### src/inc/acs_pkg.sv
// constants, types and register map of the conversion sequencer
package acs_pkg;

   // ----------------------------------------------------------------
   // clock and bus geometry
   // ----------------------------------------------------------------
   localparam int unsigned CLK_FREQ_KHZ = 10000;
   localparam int unsigned ADDR_W       = 10;
   localparam int unsigned DATA_W       = 32;
   localparam int unsigned TICK_W       = 6;

   // ----------------------------------------------------------------
   // register indices (byte address = 4 * index)
   // ----------------------------------------------------------------
   localparam logic [7:0] IDX_RESULT     = 8'h1E;
   localparam logic [7:0] IDX_CONTROL    = 8'h1F;
   localparam logic [7:0] IDX_PIN_CONFIG = 8'h9F;
   localparam logic [7:0] IDX_INT_STATUS = 8'hA0;
   localparam logic [7:0] IDX_INT_MASK   = 8'hA1;

   // ----------------------------------------------------------------
   // reset values and field positions
   // ----------------------------------------------------------------
   localparam logic [7:0] CONTROL_RST    = 8'h00;
   localparam logic [7:0] RESULT_RST     = 8'h00;
   localparam logic [2:0] PIN_CONFIG_RST = 3'h0;
   localparam logic       INT_FLAG_RST   = 1'b0;
   localparam logic       INT_MASK_RST   = 1'b0;
   localparam int unsigned CTRL_ON_BIT   = 0;
   localparam int unsigned CTRL_GO_BIT   = 2;
   localparam int unsigned STAT_DONE_BIT = 0;
   localparam logic [7:0] SAR_MSB        = 8'h80;

   // ----------------------------------------------------------------
   // conversion clock selection and timing
   // ----------------------------------------------------------------
   localparam logic [1:0] CLK_SEL_OSC2  = 2'h0;
   localparam logic [1:0] CLK_SEL_OSC8  = 2'h1;
   localparam logic [1:0] CLK_SEL_OSC32 = 2'h2;
   localparam logic [1:0] CLK_SEL_RC    = 2'h3;
   // half bit periods, in oscillator cycles
   localparam logic [TICK_W-1:0] HALF_TAD_OSC2  = 6'h01;
   localparam logic [TICK_W-1:0] HALF_TAD_OSC8  = 6'h04;
   localparam logic [TICK_W-1:0] HALF_TAD_OSC32 = 6'h10;
   // typical rc bit period in ns
   localparam int unsigned RC_TAD_NS   = 4000;
   localparam logic [TICK_W-1:0] HALF_TAD_RC =
      TICK_W'((RC_TAD_NS * CLK_FREQ_KHZ) / 2000000);
   // one instruction cycle in ns, rounded up to core cycles
   localparam int unsigned INSTR_CYCLE_NS = 400;
   localparam logic [2:0] INSTR_CYC =
      3'((INSTR_CYCLE_NS * CLK_FREQ_KHZ + 999999) / 1000000);
   // 9.5 and 2 bit periods, counted in half periods
   localparam logic [4:0] CONV_HALF_TADS    = 5'h13;
   localparam logic [4:0] HOLDOFF_HALF_TADS = 5'h04;

   // ----------------------------------------------------------------
   // types
   // ----------------------------------------------------------------
   typedef struct packed {
      logic [1:0] conv_clock_select;
      logic [2:0] input_channel_select;
      logic       go_done;
      logic       unused;
      logic       converter_on;
   } acs_ctrl_t;

   typedef struct packed {
      logic       power;
      logic       acquire;
      logic [2:0] channel;
      logic [7:0] trial;
   } acs_analog_t;

   typedef enum logic [1:0] {
      ACS_IDLE,
      ACS_START_DLY,
      ACS_CONVERT,
      ACS_HOLDOFF
   } acs_state_t;

endpackage

### src/rtl/acs_tad_gen.sv
// half bit period tick generator for the conversion sequencer
`timescale 1ns/1ps
`default_nettype none
module acs_tad_gen (
   // clock and reset
   input  wire logic             ref_clk,
   input  wire logic             srst,
   // control
   input  wire logic             run,
   input  wire logic [1:0]       clk_sel,
   // tick out
   output logic                  half_tick
);
   import acs_pkg::*;

   logic [TICK_W-1:0] count;
   logic [TICK_W-1:0] half_len;

   // ----------------------------------------------------------------
   // bit period select
   // ----------------------------------------------------------------
   // half period per select code
   always_comb
   begin
      unique case (clk_sel)
         CLK_SEL_OSC2:  half_len = HALF_TAD_OSC2;
         CLK_SEL_OSC8:  half_len = HALF_TAD_OSC8;
         CLK_SEL_OSC32: half_len = HALF_TAD_OSC32;
         CLK_SEL_RC:    half_len = HALF_TAD_RC;
      endcase
   end

   // ----------------------------------------------------------------
   // counter
   // ----------------------------------------------------------------
   // restarts on every run, so the first tick is a full half period away
   always_ff @(posedge ref_clk)
   begin
      if (srst || !run)
         count <= '0;
      else if (half_tick)
         count <= '0;
      else
         count <= count + 1'b1;
   end

   assign half_tick = run && (count == half_len - 1'b1);

endmodule
`default_nettype wire

### src/rtl/acs_sequencer.sv
// conversion sequencer: register slave, sar timing, interrupt
//
// Contract
// - two-bit clock select picks 2, 8, 32 oscillator periods or rc clock.
// - three-bit field in control bits 5..3 selects analog channel 0..7.
// - on completion go clears and the converter interrupt flag sets.
// - control bit 0 enables the module; zero shuts it off.
// - a conversion lasts nine and a half bit periods.
// - two bit periods pass after completion before acquisition resumes.
// - rc clock modelled with typical 4 us bit period.
// - clearing go mid-conversion aborts, keeps result, reacquires after 2 periods.
// - rc clock source delays one instruction cycle before converting.
// - compare unit trigger starts a conversion only while enabled.
`timescale 1ns/1ps
`default_nettype none
module acs_sequencer (
   // clock and reset
   input  wire logic                         ref_clk,
   input  wire logic                         srst,
   // avalon-mm slave
   input  wire logic [acs_pkg::ADDR_W-1:0]   avs_address,
   input  wire logic                         avs_read,
   input  wire logic                         avs_write,
   input  wire logic [acs_pkg::DATA_W-1:0]   avs_writedata,
   input  wire logic [3:0]                   avs_byteenable,
   output logic      [acs_pkg::DATA_W-1:0]   avs_readdata,
   output logic                              avs_waitrequest,
   // compare unit special event
   input  wire logic                         special_event_trigger,
   // analog converter core
   input  wire logic                         cmp_high,
   output acs_pkg::acs_analog_t              analog,
   output logic      [2:0]                   pin_config,
   // interrupt
   output logic                              converter_irq
);
   import acs_pkg::*;

   acs_state_t  state;
   acs_ctrl_t   ctrl;
   logic [7:0]  conversion_result;
   logic [7:0]  sar;
   logic [7:0]  bit_ptr;
   logic [4:0]  half_cnt;
   logic [2:0]  dly_cnt;
   logic        converter_int_flag;
   logic        converter_int_enable;
   logic        bus_ack;
   logic        bus_req;
   logic        bus_take;
   logic        reg_wr;
   logic        ctrl_wr;
   logic [7:0]  idx;
   logic        idx_ok;
   logic [7:0]  rd_mux;
   logic        half_tick;
   logic        run_tad;
   logic        busy;
   logic        sw_start;
   logic        trig_start;
   logic        sw_abort;
   logic        done_pulse;
   logic        bit_decide;

   // ----------------------------------------------------------------
   // avalon slave: one wait cycle, then the request is taken
   // ----------------------------------------------------------------
   assign bus_req         = avs_read || avs_write;
   assign avs_waitrequest = bus_req && !bus_ack;
   assign bus_take        = bus_req && bus_ack;
   assign idx             = avs_address[9:2];
   assign idx_ok          = (avs_address[1:0] == 2'h0);
   assign reg_wr          = bus_take && avs_write && avs_byteenable[0] && idx_ok;
   assign ctrl_wr         = reg_wr && (idx == IDX_CONTROL);

   always_ff @(posedge ref_clk)
   begin
      if (srst)
         bus_ack <= 1'b0;
      else
         bus_ack <= bus_req && !bus_ack;
   end

   always_comb
   begin
      rd_mux = 8'h00;
      if (idx_ok)
      begin
         unique case (idx)
            IDX_CONTROL:    rd_mux = {ctrl[7:2], 1'b0, ctrl.converter_on};
            IDX_RESULT:     rd_mux = conversion_result;
            IDX_PIN_CONFIG: rd_mux = {5'h00, pin_config};
            IDX_INT_STATUS: rd_mux = {7'h00, converter_int_flag};
            IDX_INT_MASK:   rd_mux = {7'h00, converter_int_enable};
            default:        rd_mux = 8'h00;
         endcase
      end
   end

   // data captured in the wait cycle, stands at the taking edge
   always_ff @(posedge ref_clk)
   begin
      if (srst)
         avs_readdata <= '0;
      else if (avs_read && !bus_ack)
         avs_readdata <= {24'h000000, rd_mux};
   end

   // ----------------------------------------------------------------
   // start, abort and completion events
   // ----------------------------------------------------------------
   assign busy = (state == ACS_START_DLY) || (state == ACS_CONVERT);
   // go write starts only with the module already on
   assign sw_start   = ctrl_wr && avs_writedata[CTRL_GO_BIT] && ctrl.converter_on && !ctrl.go_done;
   assign trig_start = special_event_trigger && ctrl.converter_on && !ctrl.go_done;
   assign sw_abort   = ctrl_wr && !avs_writedata[CTRL_GO_BIT] && busy;
   assign run_tad    = (state == ACS_CONVERT) || (state == ACS_HOLDOFF);
   assign bit_decide = (state == ACS_CONVERT) && half_tick && half_cnt[0] && (bit_ptr != 8'h00);
   // done on the nineteenth half period
   assign done_pulse = (state == ACS_CONVERT) && half_tick && (half_cnt == CONV_HALF_TADS - 1'b1)
                       && !sw_abort && ctrl.converter_on;

   acs_tad_gen u_tad (
      .ref_clk   (ref_clk),
      .srst      (srst),
      // abort restarts the tick so the holdoff runs two full bit periods
      .run       (run_tad && !sw_abort),
      .clk_sel   (ctrl.conv_clock_select),
      .half_tick (half_tick)
   );

   // ----------------------------------------------------------------
   // control register
   // ----------------------------------------------------------------
   always_ff @(posedge ref_clk)
   begin
      if (srst)
         ctrl <= acs_ctrl_t'(CONTROL_RST);
      else
      begin
         if (ctrl_wr)
         begin
            ctrl.conv_clock_select    <= avs_writedata[7:6];
            ctrl.input_channel_select <= avs_writedata[5:3];
            ctrl.converter_on         <= avs_writedata[CTRL_ON_BIT];
         end
         ctrl.unused <= 1'b0;
         if (!ctrl.converter_on || done_pulse || sw_abort)
            ctrl.go_done <= 1'b0;
         else if (sw_start || trig_start)
            ctrl.go_done <= 1'b1;
         else if (ctrl_wr && !avs_writedata[CTRL_GO_BIT])
            ctrl.go_done <= 1'b0;
      end
   end

   // ----------------------------------------------------------------
   // sequencer state
   // ----------------------------------------------------------------
   always_ff @(posedge ref_clk)
   begin
      if (srst)
         state <= ACS_IDLE;
      else if (!ctrl.converter_on)
         state <= ACS_IDLE;
      else
      begin
         unique case (state)
            ACS_IDLE:
               if (ctrl.go_done)
                  // rc source waits an instruction cycle
                  state <= (ctrl.conv_clock_select == CLK_SEL_RC) ? ACS_START_DLY : ACS_CONVERT;
            ACS_START_DLY:
               if (sw_abort)
                  state <= ACS_HOLDOFF;
               else if (dly_cnt == INSTR_CYC - 1'b1)
                  state <= ACS_CONVERT;
            ACS_CONVERT:
               if (sw_abort || done_pulse)
                  state <= ACS_HOLDOFF;
            ACS_HOLDOFF:
               if (half_tick && half_cnt == HOLDOFF_HALF_TADS - 1'b1)
                  state <= ACS_IDLE;
         endcase
      end
   end

   always_ff @(posedge ref_clk)
   begin
      if (srst || state != ACS_START_DLY)
         dly_cnt <= 3'h0;
      else
         dly_cnt <= dly_cnt + 1'b1;
   end

   // half period count, restarted on each phase change
   always_ff @(posedge ref_clk)
   begin
      if (srst || !run_tad || sw_abort || done_pulse)
         half_cnt <= 5'h00;
      else if (half_tick)
         half_cnt <= half_cnt + 1'b1;
   end

   // ----------------------------------------------------------------
   // successive approximation
   // ----------------------------------------------------------------
   // msb first, one bit per period
   always_ff @(posedge ref_clk)
   begin
      if (srst || state != ACS_CONVERT)
      begin
         sar     <= 8'h00;
         bit_ptr <= SAR_MSB;
      end
      else if (bit_decide)
      begin
         if (cmp_high)
            sar <= sar | bit_ptr;
         bit_ptr <= bit_ptr >> 1;
      end
   end

   always_ff @(posedge ref_clk)
   begin
      if (srst)
         conversion_result <= RESULT_RST;
      else if (done_pulse)
         conversion_result <= sar;
      else if (reg_wr && idx == IDX_RESULT)
         conversion_result <= avs_writedata[7:0];
   end

   always_ff @(posedge ref_clk)
   begin
      if (srst)
         pin_config <= PIN_CONFIG_RST;
      else if (reg_wr && idx == IDX_PIN_CONFIG)
         pin_config <= avs_writedata[2:0];
   end

   // power, acquire, channel select and trial value to the analog core
   always_ff @(posedge ref_clk)
   begin
      if (srst)
         analog <= '0;
      else
      begin
         analog.power   <= ctrl.converter_on;
         analog.acquire <= ctrl.converter_on && state == ACS_IDLE;
         analog.channel <= ctrl.input_channel_select;
         analog.trial   <= sar | bit_ptr;
      end
   end

   // ----------------------------------------------------------------
   // interrupt: sticky flag, read clears, set wins
   // ----------------------------------------------------------------
   // completion raises the flag
   always_ff @(posedge ref_clk)
   begin
      if (srst)
         converter_int_flag <= INT_FLAG_RST;
      else if (done_pulse)
         converter_int_flag <= 1'b1;
      else if (bus_take && avs_read && idx_ok && idx == IDX_INT_STATUS)
         converter_int_flag <= 1'b0;
   end

   always_ff @(posedge ref_clk)
   begin
      if (srst)
         converter_int_enable <= INT_MASK_RST;
      else if (reg_wr && idx == IDX_INT_MASK)
         converter_int_enable <= avs_writedata[STAT_DONE_BIT];
   end

   assign converter_irq = converter_int_flag && converter_int_enable;
endmodule
`default_nettype wire

### config.mk
export PLATFORM = sky130hd
export DESIGN_NAME = acs_sequencer
export DESIGN_NICKNAME = d
export VERILOG_FILES = /design/src/inc/acs_pkg.sv /design/src/rtl/acs_tad_gen.sv /design/src/rtl/acs_sequencer.sv
export SDC_FILE = /design/constraint.sdc
export NUM_CORES = 1
export LEC_CHECK = 0
export ABC_AREA = 1
export BUFFER_PORTS_ARGS = -buffer_cell sky130_fd_sc_hd__buf_2
export CAP_MARGIN = 20
export CORE_UTILIZATION = 25
export DETAILED_ROUTE_END_ITERATION = 7
export HOLD_SLACK_MARGIN = 0.06
export PLACE_DENSITY = 0.4
export SYNTH_ARGS = -nofsm -noshare
export SYNTH_HDL_FRONTEND = slang
export SYNTH_HIERARCHICAL = 1
export SYNTH_SLANG_ARGS = --single-unit
### constraint.sdc
create_clock -name ref_clk -period 5 [get_ports ref_clk]
set_input_delay 1 -clock ref_clk [delete_from_list [all_inputs] [get_ports ref_clk]]
set_output_delay 1 -clock ref_clk [all_outputs]
set_load 0.01 [all_outputs]
==> reports/metrics.yaml <==
nets: 595
ir_worst_vdd_v: 0.000118
fmax_mhz: 294
maxSlewViolCount: 0
n_antenna_cell: 0
slew_headroom_pct: 56.4
first_pass_iters: 6
hold_path.class: "reg -> reg"
die_area_um2: 14500
cp-start-kind: "primary input"
clock_latency_ns: 0.34
mostFrequentLayoutCell: "nand2_1"
antenna_left: 0
gp_congestion: 0.796
detail_route.wirelength_mm: 8.41
cts-hold-fix-buffers: 0
grt_pass1_wl_mm: 14.0
fin_ws_ns: 1.60
critPathKind: "in -> reg"
final_area_um2: 4130
finalSetupTns_ns: 0
p_leak_nw: 1.72
power_mw: 1.30
num_rows: 42
setup_violations: 0
synth_area_um2: 3500
route.detailed.drc: 0
synth_top_area_cell: "dfxtp_1"
vias: 3018
cts.sinks: 74
skew_ns: 0.00536
worst_slew_pin_slew_ns: 0.654
dp_slack_ns: 1.23
yosysUniqueCellTypes: 30
hold_viol_final: 0
cts_tree: "yes"
ctsRootBufferMaster: "clkbuf_16"
htreeDepth: 3
cp_max_fo: 17
drt_first_iter_violations: 92
fin_crit_ns: 3.40
min_period_over_period_pct: 68.1
fin_cells: 714
crit_required_ns: 5.19
synth_warnings: 6
max-cap-violations: 0
synth_seq_cells: 74
status: "complete, no violations"
synthTopCellsByArea: "dfxtp_1, nand2_1, nor2_1"
grt_usage_pct: 12.6
clk_pin_slew_ns: 0.06
grt_max_degree: 33
p_per_area_nw_per_um2: 315
grt_pass1_vias: 2898
yosys.area.top_type_share_pct: 42.4
drive_above_1_share_pct: 14.9
numCtsBuffers: 9
cts_resized: 0
die_h_um: 120
avgSynthCellArea_um2: 7.27
seq_area_frac_synth_pct: 42.4
gr-total-overflow: 0
critPathArrivalTime_ns: 3.60
io_pins: 102
end_kind: "flop"
clockBufferDepth: 2
dieWidth_um: 120
antenna_found_initial: 0
hpwl_mm: 6.31
post-cts-setup-buffers: 0
rsz0062_at_grt: "no"
dpl_cell_area_um2: 3820
initial_utilization_pct: 26.0
core_area_um2: 13500
synth_cells: 481
drt-wirelength-per-cell_um: 11.8
layout_common_cells: "nand2_1, dfxtp_1, nor2_1"
viasPerCell: 4.23
port-buffer-count: 50
area_delta_synth_final_pct: 18.1
dp_cells: 698
-- state kept, by name, indices dropped and copies added (netlist names) --
register,cells
avs_readdata,8
bit_ptr,8
converter_int_flag,1
pin_config,3
dly_cnt,3
conversion_result,8
converter_int_enable,1
ctrl,7
half_cnt,5
analog,13
u_tad/count,6
state,2
bus_ack,1
sar,8
-- cells in the mapped netlist --
cell,instances
buf_1,1
inv_1,53
buf_4,24
buf_8,1
o21bai_1,1
xor2_1,5
nand3b_4,1
nand3_1,36
conb_1,1
nand2_4,3
nor2_2,2
xnor2_1,1
clkbuf_1,5
nor4_1,2
clkinv_1,3
or2_2,2
nor2_1,67
a22oi_1,1
nand2_2,3
nand3_4,1
dfxtp_1,74
nor2_4,2
nand3b_1,2
nand2_1,92
ha_1,10
nor3_1,5
nand4_1,2
buf_6,1
o21ai_0,39
a21oi_1,41
-- cell type report --
cell class | instances | area [µm²]
Inverter | 56 | 210
Clock inverter | 5 | 52.6
Timing Repair Buffer | 50 | 250
Tap cell | 176 | 220
Fill cell | 1487 | 9320
Sequential cell | 74 | 1480
Multi-Input combinational cell | 342 | 1660
Clock buffer | 11 | 253
-- worst paths after layout --
path,from,endpoint,slack (ns),cells after the start
setup / recovery,avs_address[7],conversion_result[2],1.60,23
hold / removal,dly_cnt[0],dly_cnt[0],0.42,1
setup reg to reg,state[0],conversion_result[2],2.05,19
hold reg to reg,dly_cnt[0],dly_cnt[0],0.42,1
-- metal layers --
metal	vias to the layer above	global-route usage, %	part of all wire [%]
li1	1593	-	-
met3	10	3.63	4.5
met5	-	0	0
met4	0	5.09	1.4
met1	1362	16.1	49
met2	53	19.8	45
-- cell families after synthesis --
kind of cell / count (synthesis) / share of synthesized area [%]
compound gates: 82 / 11.9
other cells: 1 / 0.107
fa+ha+maj: 10 / 3.58
buf+inv: 88 / 12.6
xor+xnor: 6 / 1.50
flops: 74 / 42.4
simple gates: 220 / 28.0
-- worst max-delay path, stage by stage --
cell	delay, ns
buf_2	0.09
inv_1	0.06
nand2_1	0.07
nor2_2	0.18
nand2_2	0.15
nor2_4	0.17
nand3_4	0.18
nand2_1	0.10
inv_1	0.07
inv_1	0.09
nor2_1	0.05
nand2_1	0.06
nor2_1	0.04
nand2_1	0.12
inv_1	0.12
nand2_1	0.10
nor2_1	0.07
nand3_1	0.12
clkinv_1	0.27
nand2_4	0.27
nand2_1	0.08
nand2_1	0.07
a21oi_1	0.06
-- per-stage QoR --
stage / utilization, % / hold slack [ns]
global placement: 28.4 / 0.408
CTS: 30.7 / 0.421
detailed placement: 28.4 / 0.412
global route: 30.7 / 0.457
floorplan: - / 0.399
finish: 30.7 / 0.421
-- power by group --
part / internal [mW] / total (mW) / switching (mW)
clock network: 0.411 / 0.663 / 0.252
logic: 0.0120 / 0.0442 / 0.0321
registers: 0.591 / 0.592 / 0.00119
Note: power is estimated with default switching activity, not from simulation.
